===== src/hw/dew_pkg.sv =====
// Shared constants and types for the data EEPROM write controller.
// Assumes a single 250 MHz core clock and an APB register port.
package dew_pkg;

  // --------------------------------------------------------------------------
  // Timing
  // --------------------------------------------------------------------------
  localparam int unsigned CLK_PERIOD_NS   = 4;
  localparam int unsigned POWERUP_TIME_MS = 64;
  localparam int unsigned ERASE_TIME_US   = 2;
  localparam int unsigned PROG_TIME_US    = 2;
  // Least times round up to whole clock cycles.
  localparam int unsigned POWERUP_CYCLES  =
    (POWERUP_TIME_MS * 1000000 + CLK_PERIOD_NS - 1) / CLK_PERIOD_NS;
  localparam int unsigned ERASE_CYCLES    =
    (ERASE_TIME_US * 1000 + CLK_PERIOD_NS - 1) / CLK_PERIOD_NS;
  localparam int unsigned PROG_CYCLES     =
    (PROG_TIME_US * 1000 + CLK_PERIOD_NS - 1) / CLK_PERIOD_NS;
  localparam int unsigned UNLOCK_WINDOW_CYCLES = 16;

  // --------------------------------------------------------------------------
  // Register map and fields
  // --------------------------------------------------------------------------
  localparam int unsigned APB_ADDR_W = 8;
  localparam logic [7:0] OFS_BYTE_DATA  = 8'h00;
  localparam logic [7:0] OFS_BYTE_ADDR  = 8'h04;
  localparam logic [7:0] OFS_NV_CONTROL = 8'h08;
  localparam logic [7:0] OFS_UNLOCK_KEY = 8'h0C;
  localparam logic [7:0] OFS_IRQ_STATUS = 8'h10;
  localparam logic [7:0] OFS_IRQ_CLEAR  = 8'h14;
  localparam logic [7:0] OFS_IRQ_ENABLE = 8'h18;
  localparam logic [7:0] OFS_STATE      = 8'h1C;

  localparam int unsigned CTRL_READ_BIT   = 0;
  localparam int unsigned CTRL_START_BIT  = 1;
  localparam int unsigned CTRL_PERMIT_BIT = 2;
  localparam int unsigned CTRL_ABORT_BIT  = 3;

  localparam int unsigned IRQ_W          = 3;
  localparam int unsigned IRQ_DONE_BIT   = 0;
  localparam int unsigned IRQ_ABORT_BIT  = 1;
  localparam int unsigned IRQ_REFUSE_BIT = 2;

  localparam logic [7:0] KEY_FIRST   = 8'h55;
  localparam logic [7:0] KEY_SECOND  = 8'hAA;
  localparam logic [7:0] ERASED_BYTE = 8'hFF;
  localparam logic [7:0] RESET_BYTE  = 8'h00;

  // --------------------------------------------------------------------------
  // State types
  // --------------------------------------------------------------------------
  typedef enum logic [1:0] {SEQ_IDLE, SEQ_KEY1, SEQ_ARMED} dew_seq_type;
  typedef enum logic [1:0] {WR_IDLE, WR_ERASE, WR_PROG} dew_wr_type;

endpackage : dew_pkg


===== src/hw/dew_array_if.sv =====
// Port bundle between the write controller and its byte array.
// Assumes both ends run on the same core clock.
interface dew_array_if #(
  parameter int AW = 8,
  parameter int DW = 8
);
  logic          we;
  logic [AW-1:0] waddr;
  logic [DW-1:0] wdata;
  logic [AW-1:0] raddr;
  logic [DW-1:0] rdata;

  modport ctrl (output we, output waddr, output wdata, output raddr, input rdata);
  modport mem  (input we, input waddr, input wdata, input raddr, output rdata);
endinterface : dew_array_if


===== src/hw/dew_nv_array.sv =====
// Byte array with one write port and one registered read port.
// Assumes the controller holds one write strobe per erase or program step.
module dew_nv_array #(
  parameter int DEPTH = 256
) (
  // Clock.
  input  wire logic mclk_i,
  // Array port.
  dew_array_if.mem  arr
);

  // --------------------------------------------------------------------------
  // Storage
  // --------------------------------------------------------------------------
  logic [7:0] mem_reg [DEPTH];

  initial begin
    if (DEPTH != (1 << $bits(arr.waddr))) begin
      $error("DEPTH must match the address width");
    end
  end

  // Write and registered read.
  always_ff @(posedge mclk_i) begin
    if (arr.we) begin
      mem_reg[arr.waddr] <= arr.wdata;
    end
    arr.rdata <= mem_reg[arr.raddr];
  end

endmodule : dew_nv_array


===== src/hw/dew_self_timer.sv =====
// Down counter that times one erase or program step.
// Assumes start and abort come from logic on the same clock.
module dew_self_timer #(
  parameter int CNT_W = 16
) (
  // Clock and reset.
  input  wire logic             mclk_i,
  input  wire logic             resetn_i,
  // Control.
  input  wire logic             start_i,
  input  wire logic [CNT_W-1:0] cycles_i,
  input  wire logic             abort_i,
  // Status.
  output logic                  done_o
);

  // --------------------------------------------------------------------------
  // Counter
  // --------------------------------------------------------------------------
  logic [CNT_W-1:0] cnt_reg;
  logic             run_reg;

  initial begin
    if (CNT_W < 2) begin
      $error("CNT_W too small");
    end
  end

  // Done pulses one cycle after the count reaches one.
  always_ff @(posedge mclk_i or negedge resetn_i) begin
    if (!resetn_i) begin
      cnt_reg <= '0;
      run_reg <= 1'b0;
      done_o  <= 1'b0;
    end else begin
      done_o <= run_reg && !abort_i && (cnt_reg == CNT_W'(1));
      if (abort_i) begin
        run_reg <= 1'b0;
      end else if (start_i) begin
        cnt_reg <= cycles_i;
        run_reg <= 1'b1;
      end else if (run_reg) begin
        cnt_reg <= cnt_reg - CNT_W'(1);
        run_reg <= (cnt_reg != CNT_W'(1));
      end
    end
  end

endmodule : dew_self_timer


===== src/hw/dew_write_ctrl.sv =====
// Data EEPROM write controller: APB registers, unlock sequence, timed
// erase-then-program, power-up lockout, abort on warm resets, interrupt.
// Assumes an APB master on mclk_i; warm reset inputs and the fuse are pins.
//
// Functional notes
// [RULE_01] Software loads address and data registers before starting a write.
// [RULE_02] Start needs key 55h, then AAh, then start bit, in that order.
// [RULE_03] Each sequence step must come within the timing window, else void.
// [RULE_04] Software should mask interrupts across the unlock sequence.
// [RULE_05] Start bit cannot set unless write permit is already set.
// [RULE_06] Hardware never clears the write permit bit by itself.
// [RULE_07] Clearing permit during a write does not stop that write.
// [RULE_08] At the end, start bit clears and completion flag sets.
// [RULE_09] Software clears the completion flag; hardware never does.
// [RULE_10] Software should keep permit clear except while updating.
// [RULE_11] Permit resets clear; no write while power-up timer runs.
// [RULE_12] Data protect fuse leaves internal reads and writes unaffected.
// [RULE_13] Array has 256 bytes addressed by the full 8-bit address.
// [RULE_14] Warm reset during a write sets the write abort flag.
// [RULE_15] Unlock key register stores nothing and reads as zero.
// [RULE_16] Each byte write erases then programs, each self-timed.
// [RULE_17] Any other bus access cancels unlock tracking.
// [RULE_18] Starts are ignored while busy; latched address and data hold.
module dew_write_ctrl
  import dew_pkg::*;
#(
  parameter int unsigned POWERUP_CYCLES_P = POWERUP_CYCLES,
  parameter int unsigned ERASE_CYCLES_P   = ERASE_CYCLES,
  parameter int unsigned PROG_CYCLES_P    = PROG_CYCLES,
  parameter int unsigned UNLOCK_WINDOW_P  = UNLOCK_WINDOW_CYCLES
) (
  // Clock and reset.
  input  wire logic                  mclk_i,
  input  wire logic                  resetn_i,
  // APB slave.
  input  wire logic                  psel_i,
  input  wire logic                  penable_i,
  input  wire logic                  pwrite_i,
  input  wire logic [APB_ADDR_W-1:0] paddr_i,
  input  wire logic [31:0]           pwdata_i,
  output logic      [31:0]           prdata_o,
  output logic                       pready_o,
  output logic                       pslverr_o,
  // Warm reset sources and configuration fuse.
  input  wire logic                  external_reset_pin_i,
  input  wire logic                  wdt_reset_i,
  input  wire logic                  bor_reset_i,
  input  wire logic                  data_protect_fuse_i,
  // Interrupt.
  output logic                       irq_o
);

  // --------------------------------------------------------------------------
  // Parameter checks and widths
  // --------------------------------------------------------------------------
  localparam int TMR_W = $clog2((ERASE_CYCLES_P > PROG_CYCLES_P ?
                                 ERASE_CYCLES_P : PROG_CYCLES_P) + 1) + 1;
  localparam int PU_W  = $clog2(POWERUP_CYCLES_P + 1) + 1;
  localparam int WIN_W = $clog2(UNLOCK_WINDOW_P + 1) + 1;

  initial begin
    if (ERASE_CYCLES_P < 1 || PROG_CYCLES_P < 1 || POWERUP_CYCLES_P < 1 ||
        UNLOCK_WINDOW_P < 2) begin
      $error("Timing parameters out of range");
    end
  end

  // --------------------------------------------------------------------------
  // Pin synchronisers
  // --------------------------------------------------------------------------
  logic [3:0] pin_meta_reg;
  logic [3:0] pin_sync_reg;

  // Two flops per pin; only the second stage is used.
  always_ff @(posedge mclk_i or negedge resetn_i) begin
    if (!resetn_i) begin
      pin_meta_reg <= '0;
      pin_sync_reg <= '0;
    end else begin
      pin_meta_reg <= {data_protect_fuse_i, bor_reset_i, wdt_reset_i,
                       external_reset_pin_i};
      pin_sync_reg <= pin_meta_reg;
    end
  end

  logic warm_rst;
  logic fuse_q;
  assign warm_rst = |pin_sync_reg[2:0];
  assign fuse_q   = pin_sync_reg[3];

  // --------------------------------------------------------------------------
  // APB decode
  // --------------------------------------------------------------------------
  logic       pready_reg;
  logic       xfer;
  logic       wr_xfer;
  logic       rd_phase;
  logic       hit_data, hit_addr, hit_ctrl, hit_key;
  logic       hit_stat, hit_clr, hit_en, hit_state, mapped;
  logic [7:0] wbyte;

  // A transfer completes when the slave has raised pready.
  assign xfer      = psel_i && penable_i && pready_reg;
  assign wr_xfer   = xfer && pwrite_i;
  assign rd_phase  = psel_i && penable_i && !pready_reg;
  assign wbyte     = pwdata_i[7:0];
  assign hit_data  = (paddr_i == OFS_BYTE_DATA);
  assign hit_addr  = (paddr_i == OFS_BYTE_ADDR);
  assign hit_ctrl  = (paddr_i == OFS_NV_CONTROL);
  assign hit_key   = (paddr_i == OFS_UNLOCK_KEY);
  assign hit_stat  = (paddr_i == OFS_IRQ_STATUS);
  assign hit_clr   = (paddr_i == OFS_IRQ_CLEAR);
  assign hit_en    = (paddr_i == OFS_IRQ_ENABLE);
  assign hit_state = (paddr_i == OFS_STATE);
  assign mapped    = hit_data | hit_addr | hit_ctrl | hit_key |
                     hit_stat | hit_clr | hit_en | hit_state;

  // --------------------------------------------------------------------------
  // State declarations
  // --------------------------------------------------------------------------
  dew_seq_type        seq_reg, seq_next;
  dew_wr_type         wr_reg, wr_next;
  logic [7:0]         data_reg, addr_reg, lat_data_reg, lat_addr_reg;
  logic               permit_reg, start_reg, abort_reg, rd_pend_reg;
  logic [WIN_W-1:0]   gap_reg;
  logic [PU_W-1:0]    pu_cnt_reg;
  logic               pu_done_reg;
  logic [IRQ_W-1:0]   stat_reg, stat_next, en_reg, set_mask, clr_mask;
  logic               tmr_done;
  logic               ctrl_wr, start_try, start_ok, refused, busy, gap_ok;
  logic               erase_end, prog_end, warm_abort;

  dew_array_if #(.AW(8), .DW(8)) arr ();

  // --------------------------------------------------------------------------
  // Unlock sequence tracking
  // --------------------------------------------------------------------------
  assign ctrl_wr   = wr_xfer && hit_ctrl;
  assign gap_ok    = (gap_reg < WIN_W'(UNLOCK_WINDOW_P));
  assign busy      = (wr_reg != WR_IDLE);
  // [RULE_02] Start only right after both keys.
  assign start_try = ctrl_wr && wbyte[CTRL_START_BIT] && (seq_reg == SEQ_ARMED) && gap_ok;
  // [RULE_05] Permit gates start.
  // [RULE_11] Power-up lockout.
  // [RULE_18] Ignored while busy.
  assign start_ok  = start_try && permit_reg && pu_done_reg && !busy && !warm_rst;
  assign refused   = ctrl_wr && wbyte[CTRL_START_BIT] && !busy && !start_ok;

  // [RULE_02] Key order 55h then AAh.
  // [RULE_03] Window on each step.
  // [RULE_17] Other access cancels.
  always_comb begin
    seq_next = seq_reg;
    if (warm_rst || (seq_reg != SEQ_IDLE && !gap_ok)) begin
      seq_next = SEQ_IDLE;
    end else if (xfer) begin
      if (wr_xfer && hit_key && wbyte == KEY_FIRST) begin
        seq_next = SEQ_KEY1;
      end else if (wr_xfer && hit_key && wbyte == KEY_SECOND && seq_reg == SEQ_KEY1) begin
        seq_next = SEQ_ARMED;
      end else begin
        seq_next = SEQ_IDLE;
      end
    end
  end

  // Sequence state and step gap counter.
  always_ff @(posedge mclk_i or negedge resetn_i) begin
    if (!resetn_i) begin
      seq_reg <= SEQ_IDLE;
      gap_reg <= '0;
    end else begin
      seq_reg <= seq_next;
      if (xfer) begin
        gap_reg <= '0;
      end else if (gap_ok) begin
        gap_reg <= gap_reg + WIN_W'(1);
      end
    end
  end

  // --------------------------------------------------------------------------
  // Power-up timer
  // --------------------------------------------------------------------------
  // [RULE_11] Count out the power-up time.
  always_ff @(posedge mclk_i or negedge resetn_i) begin
    if (!resetn_i) begin
      pu_cnt_reg  <= '0;
      pu_done_reg <= 1'b0;
    end else if (!pu_done_reg) begin
      pu_cnt_reg  <= pu_cnt_reg + PU_W'(1);
      pu_done_reg <= (pu_cnt_reg == PU_W'(POWERUP_CYCLES_P - 1));
    end
  end

  // --------------------------------------------------------------------------
  // Erase and program sequencer
  // --------------------------------------------------------------------------
  assign erase_end  = (wr_reg == WR_ERASE) && tmr_done;
  assign prog_end   = (wr_reg == WR_PROG) && tmr_done;
  assign warm_abort = warm_rst && busy;

  // [RULE_16] Erase then program.
  // [RULE_07] Permit is not looked at once running.
  always_comb begin
    wr_next = wr_reg;
    case (wr_reg)
      WR_IDLE:  if (start_ok) wr_next = WR_ERASE;
      WR_ERASE: if (warm_rst) wr_next = WR_IDLE; else if (tmr_done) wr_next = WR_PROG;
      WR_PROG:  if (warm_rst || tmr_done) wr_next = WR_IDLE;
      default:  wr_next = WR_IDLE;
    endcase
  end

  always_ff @(posedge mclk_i or negedge resetn_i) begin
    if (!resetn_i) begin
      wr_reg <= WR_IDLE;
    end else begin
      wr_reg <= wr_next;
    end
  end

  // [RULE_18] Latch address and data at start.
  always_ff @(posedge mclk_i or negedge resetn_i) begin
    if (!resetn_i) begin
      lat_addr_reg <= RESET_BYTE;
      lat_data_reg <= RESET_BYTE;
    end else if (start_ok) begin
      lat_addr_reg <= addr_reg;
      lat_data_reg <= data_reg;
    end
  end

  // [RULE_16] Self-timed steps.
  dew_self_timer #(.CNT_W(TMR_W)) u_timer (
    .mclk_i   (mclk_i),
    .resetn_i (resetn_i),
    .start_i  (start_ok || erase_end),
    .cycles_i (start_ok ? TMR_W'(ERASE_CYCLES_P) : TMR_W'(PROG_CYCLES_P)),
    .abort_i  (warm_rst),
    .done_o   (tmr_done)
  );

  // [RULE_13] Full 8-bit address, 256 bytes.
  // [RULE_12] Fuse does not gate internal access.
  assign arr.we    = start_ok || (erase_end && !warm_rst);
  assign arr.waddr = start_ok ? addr_reg : lat_addr_reg;
  assign arr.wdata = start_ok ? ERASED_BYTE : lat_data_reg;
  assign arr.raddr = addr_reg;

  dew_nv_array #(.DEPTH(256)) u_array (
    .mclk_i (mclk_i),
    .arr    (arr)
  );

  // --------------------------------------------------------------------------
  // Software registers
  // --------------------------------------------------------------------------
  // Data, address and the read strobe; warm resets clear them.
  always_ff @(posedge mclk_i or negedge resetn_i) begin
    if (!resetn_i) begin
      data_reg    <= RESET_BYTE;
      addr_reg    <= RESET_BYTE;
      rd_pend_reg <= 1'b0;
    end else if (warm_rst) begin
      data_reg    <= RESET_BYTE;
      addr_reg    <= RESET_BYTE;
      rd_pend_reg <= 1'b0;
    end else begin
      rd_pend_reg <= ctrl_wr && wbyte[CTRL_READ_BIT];
      if (rd_pend_reg) begin
        data_reg <= arr.rdata;
      end else if (wr_xfer && hit_data) begin
        data_reg <= wbyte;
      end
      if (wr_xfer && hit_addr) begin
        addr_reg <= wbyte;
      end
    end
  end

  // Control bits: permit, start and abort flag.
  always_ff @(posedge mclk_i or negedge resetn_i) begin
    if (!resetn_i) begin
      // [RULE_11] Permit comes up clear.
      permit_reg <= 1'b0;
      start_reg  <= 1'b0;
      abort_reg  <= 1'b0;
    end else begin
      // [RULE_06] Only software or a reset changes permit.
      if (warm_rst) begin
        permit_reg <= 1'b0;
      end else if (ctrl_wr) begin
        permit_reg <= wbyte[CTRL_PERMIT_BIT];
      end
      // [RULE_08] Start clears at the end of the write.
      if (start_ok) begin
        start_reg <= 1'b1;
      end else if (prog_end || warm_abort) begin
        start_reg <= 1'b0;
      end
      // [RULE_14] Warm reset mid-write sets abort; the set wins.
      if (warm_abort) begin
        abort_reg <= 1'b1;
      end else if (ctrl_wr) begin
        abort_reg <= wbyte[CTRL_ABORT_BIT];
      end
    end
  end

  // --------------------------------------------------------------------------
  // Interrupt status, clear and enable
  // --------------------------------------------------------------------------
  // [RULE_08] Completion sets its flag.
  assign set_mask = {refused, warm_abort, prog_end && !warm_rst};
  // [RULE_09] Only software clears; a new event wins.
  assign clr_mask = (wr_xfer && hit_clr) ? pwdata_i[IRQ_W-1:0] : '0;
  assign stat_next = (stat_reg & ~clr_mask) | set_mask;

  always_ff @(posedge mclk_i or negedge resetn_i) begin
    if (!resetn_i) begin
      stat_reg <= '0;
      en_reg   <= '0;
      irq_o    <= 1'b0;
    end else begin
      stat_reg <= stat_next;
      if (wr_xfer && hit_en) begin
        en_reg <= pwdata_i[IRQ_W-1:0];
      end
      irq_o <= |(stat_reg & en_reg);
    end
  end

  // --------------------------------------------------------------------------
  // APB answer
  // --------------------------------------------------------------------------
  logic [31:0] rd_mux;

  // [RULE_15] Unlock key reads as zero.
  assign rd_mux =
    hit_data  ? {24'h0, data_reg} :
    hit_addr  ? {24'h0, addr_reg} :
    hit_ctrl  ? {28'h0, abort_reg, permit_reg, start_reg, rd_pend_reg} :
    hit_stat  ? {29'h0, stat_reg} :
    hit_en    ? {29'h0, en_reg} :
    hit_state ? {28'h0, seq_reg == SEQ_ARMED, fuse_q, pu_done_reg, busy} :
    32'h00000000;

  // One wait state: pready rises in the second access cycle.
  always_ff @(posedge mclk_i or negedge resetn_i) begin
    if (!resetn_i) begin
      pready_reg <= 1'b0;
      pslverr_o  <= 1'b0;
      prdata_o   <= 32'h00000000;
    end else begin
      pready_reg <= rd_phase;
      pslverr_o  <= rd_phase && !mapped;
      if (rd_phase && !pwrite_i) begin
        prdata_o <= rd_mux;
      end
    end
  end

  assign pready_o = pready_reg;

endmodule : dew_write_ctrl


===== config.mk =====
export PLATFORM = sky130hd
export DESIGN_NAME = dew_write_ctrl
export DESIGN_NICKNAME = d
export VERILOG_FILES = /design/src/hw/dew_pkg.sv /design/src/hw/dew_array_if.sv /design/src/hw/dew_nv_array.sv /design/src/hw/dew_self_timer.sv /design/src/hw/dew_write_ctrl.sv
export SDC_FILE = /design/constraint.sdc
export NUM_CORES = 2
export LEC_CHECK = 0
export BUFFER_PORTS_ARGS = -buffer_cell sky130_fd_sc_hd__buf_2
export CAP_MARGIN = 5
export CORE_MARGIN = 8
export CORE_UTILIZATION = 52
export CTS_CLUSTER_DIAMETER = 30
export DETAILED_ROUTE_END_ITERATION = 8
export GPL_TIMING_DRIVEN = 0
export PLACE_DENSITY_LB_ADDON = 0.15
export SYNTH_ARGS = -nofsm -noshare
export SYNTH_HDL_FRONTEND = slang
export SYNTH_SLANG_ARGS = --single-unit

===== constraint.sdc =====
create_clock -name mclk_i -period 12.3 [get_ports mclk_i]
set_input_delay 2.46 -clock mclk_i [delete_from_list [all_inputs] [get_ports mclk_i]]
set_output_delay 2.46 -clock mclk_i [all_outputs]
set_load 0.02 [all_outputs]

==> results.md <==
* 1st-pass router iterations at 9
* Most frequent cells in the layout: edfxtp_1, mux4_2, clkbuf_16
* Die Span Y at between 400 and 500 µm
* Post-layout min period at about 6400 ps
* Global Route Usage Sum at a little under a third
* Total power at about 20000 µW
* Violated checks: max-capacitance violations, max-slew violations
* Post-synthesis cell area at between 0.08 and 0.09 mm²
* Maxcap violations at 1
* #FFs+latches synth at ~2200
* Main synth FF type: edfxtp_1
* First-pass GRT wire length at between 300000 and 400000 µm
* Total Routed Length at 271800 µm
* Max reg flops at ~2000
* Actual slew at the worst max-slew pin at ~1500 ps
* Worst hold slack at between 300 and 400 ps
* Worst Path Required at 13050 ps
* Antenna-violating nets left at 0
* Final setup violation count at 0
* CTS buffer count at 438
* Final Hold Vio Count at 0
* CTS tree: yes
* Full die area at 0.1760 mm²
* Status: finished with violations
* Avg Inst Size Synth at slightly above 20 µm²
* Num rows at roughly 150
* Hold crit path type: reg -> reg
* GPL Wtd Cong at just over 1
* Port Buffers at 32
* Design area at approximately 0.10 mm²
* Vias in the first global route at ~47000
* Placed cell count at between 6000 and 7000
* DR DRC count at 0
* Reg power frac at 40.9%
* Worst setup path category: reg -> reg
* Synth cell types at 80
* Initial antenna violation count at 13
* Final non-filler cell total at about 7300
* Slew Limit Fails at 11
* Vias/cell at between 6 and 7
* Final Core Density at around 64%
* Initial drt markers at slightly below 8000
* Post-synth EDFFs at between 2000 and 2500
* Max IR drop VDD at 0.0001508 V
* Logic pwr share at less than 1%
* GRT overflow at 0
* PD cells at roughly 190 mW/mm²
* Nets at roughly 4800
* Die width at about 420 µm
* Clock slew at reported path FFs at approximately 40 ps
* Most common library cell in the layout ignoring fill and taps: edfxtp_1
* Area Overhead vs Synth at 21.95%
* Core area at about 0.16 mm²
* Worst EP arrival at between 7000 and 8000 ps
* Total internal power at about 16000 µW
* CP endpoint kind: flop
* Clk_lat worst skew at around 970 ps
* Rel. slew slack at -3.081%
* Fmax at about 0.16 GHz
* RSZ-0062 raised after global routing: no
* Clk sink count at 2165
* Mapped Cells at 4181
* Largest net degree at the start of global routing at 104
* Static Leak at 0.02784 µW
* CTS Hold Bufs at 0
* Clk_skew at 67.70 ps
* Via Count at 47975
* Dpl hpwl at 180700 µm
* CTS H-Tree Depth at 5
* Post-CTS sizing at 0
* Ys async rst share at under 10%
* Net switching power at 3897 µW
* Share of cells above drive strength 1 at 29.13%
* Clk buf depth at 4
* Clock power share at 58.7%
* Switch share at between 10% and 20%
* # Post-CTS Setup Buffers at 0
* Startpoint Class: flop
* Synth warn at 0
* Drt wl/cell at between 30 and 40 µm
* Sequential-to-total area share from yosys stat at between 70% and 80%
* DP Area at about 0.089 mm²
* CTS Root Cell: clkbuf_16
* I/O pin cnt at 84
* Initial Util at between 50% and 60%
* CP Max Fanout at 10
* Period utilization at a little over half
metal layers:
| metal | part of all wire (%) | track usage (%) |
|---|---|---|
| met3 | 12 | 9.543 |
| met5 | 0.046 | 0.3553 |
| met2 | 44 | 44.80 |
| met4 | 6.6 | 17.32 |
| met1 | 37 | 40.61 |
cells by family (layout without fill, tap and decap cells):
family                   after synthesis  count (layout)  synth area share (%)
other                                  1              28              0.004428
buffers and inverters                290            1170                 1.627
XOR/XNOR                              33              33                0.3413
flip-flops                          2165            2165                 76.02
AND/OR/NAND/NOR                      647             647                 3.714
multiplexers                         654             654                 14.78
adder cells (fa/ha/maj)                4               4               0.05910
AO/OA/AOI/OAI                        387             387                 3.450
cell type report:
class	instances	area, µm²
Clock buffer	504	11330
Timing Repair Buffer	83	1102
Buffer	278	1360
Clock inverter	293	3075
Tap cell	2175	2721
Sequential cell	2165	64390
Antenna cell	4	10.01
Fill cell	11058	58930
Multi-Input combinational cell	1749	19250
Inverter	12	45.04
critical path, stage by stage (launching register included):
cell      delay, ps
dfrtp_1         480
buf_2           590
buf_2           550
buf_1           950
clkbuf_2        830
mux4_2          400
o22ai_1          90
nor3_1         1090
a211oi_1        220
nor4_1          960
cell usage after synthesis, drive strengths merged (20+ instances only):
cell type  number  area (µm²)
o221ai         36       315.3
o22ai          40       250.2
nor2          265        1015
a211oi         28       210.2
edfxtp       2048       61500
o21ai          20       107.6
a221oi         59       516.8
mux2i         155        1577
dfrtp         109        2728
nand4          29       193.9
nand2         112       420.4
a22oi          41       307.8
clkbuf        120       450.4
nor2b          21       131.4
a22o           51       446.7
a21oi          47       235.2
mux2           27       311.5
xnor2          21       183.9
nand3          29       157.7
mux4          472       10630
nor3           84       420.4
buf           158       882.1
power by group through the flow:
stage	Clock [µW]	Sequential [µW]	Combinational (µW)
floorplan	0	8130	46.1
global placement	0	8120	78.3
detailed placement	0	8120	81.0
CTS	11500	7990	82.3
global route	11900	7990	90.8
finish	11500	7990	81.3
path summary, 6_finish.rpt:
| check | start | slack [ps] | end | cells after the start |
|---|---|---|---|---|
| worst min register to register | pin_meta_reg[2] | 350 | pin_sync_reg[2] | 0 |
| min in group asynchronous | resetn_i | 1520 | u_timer.cnt_reg[8] | 1 |
| worst min-delay path | pin_meta_reg[2] | 350 | pin_sync_reg[2] | 0 |
| worst max register to register | addr_reg[1] | 5850 | u_array.arr.rdata[1] | 9 |
| worst max-delay path | addr_reg[1] | 5850 | u_array.arr.rdata[1] | 9 |
| max in group asynchronous | resetn_i | 10000 | lat_addr_reg[6] | 2 |
stage by stage:
stage / setup TNS (ps) / setup slack (ps)
global route: 0 / 6021
CTS: 0 / 6130
detailed placement: 0 / 5185
finish: 0 / 5852
global placement: -341070 / -499.5
floorplan: 0 / 4146
No activity file was read; power rests on OpenSTA's default activity.
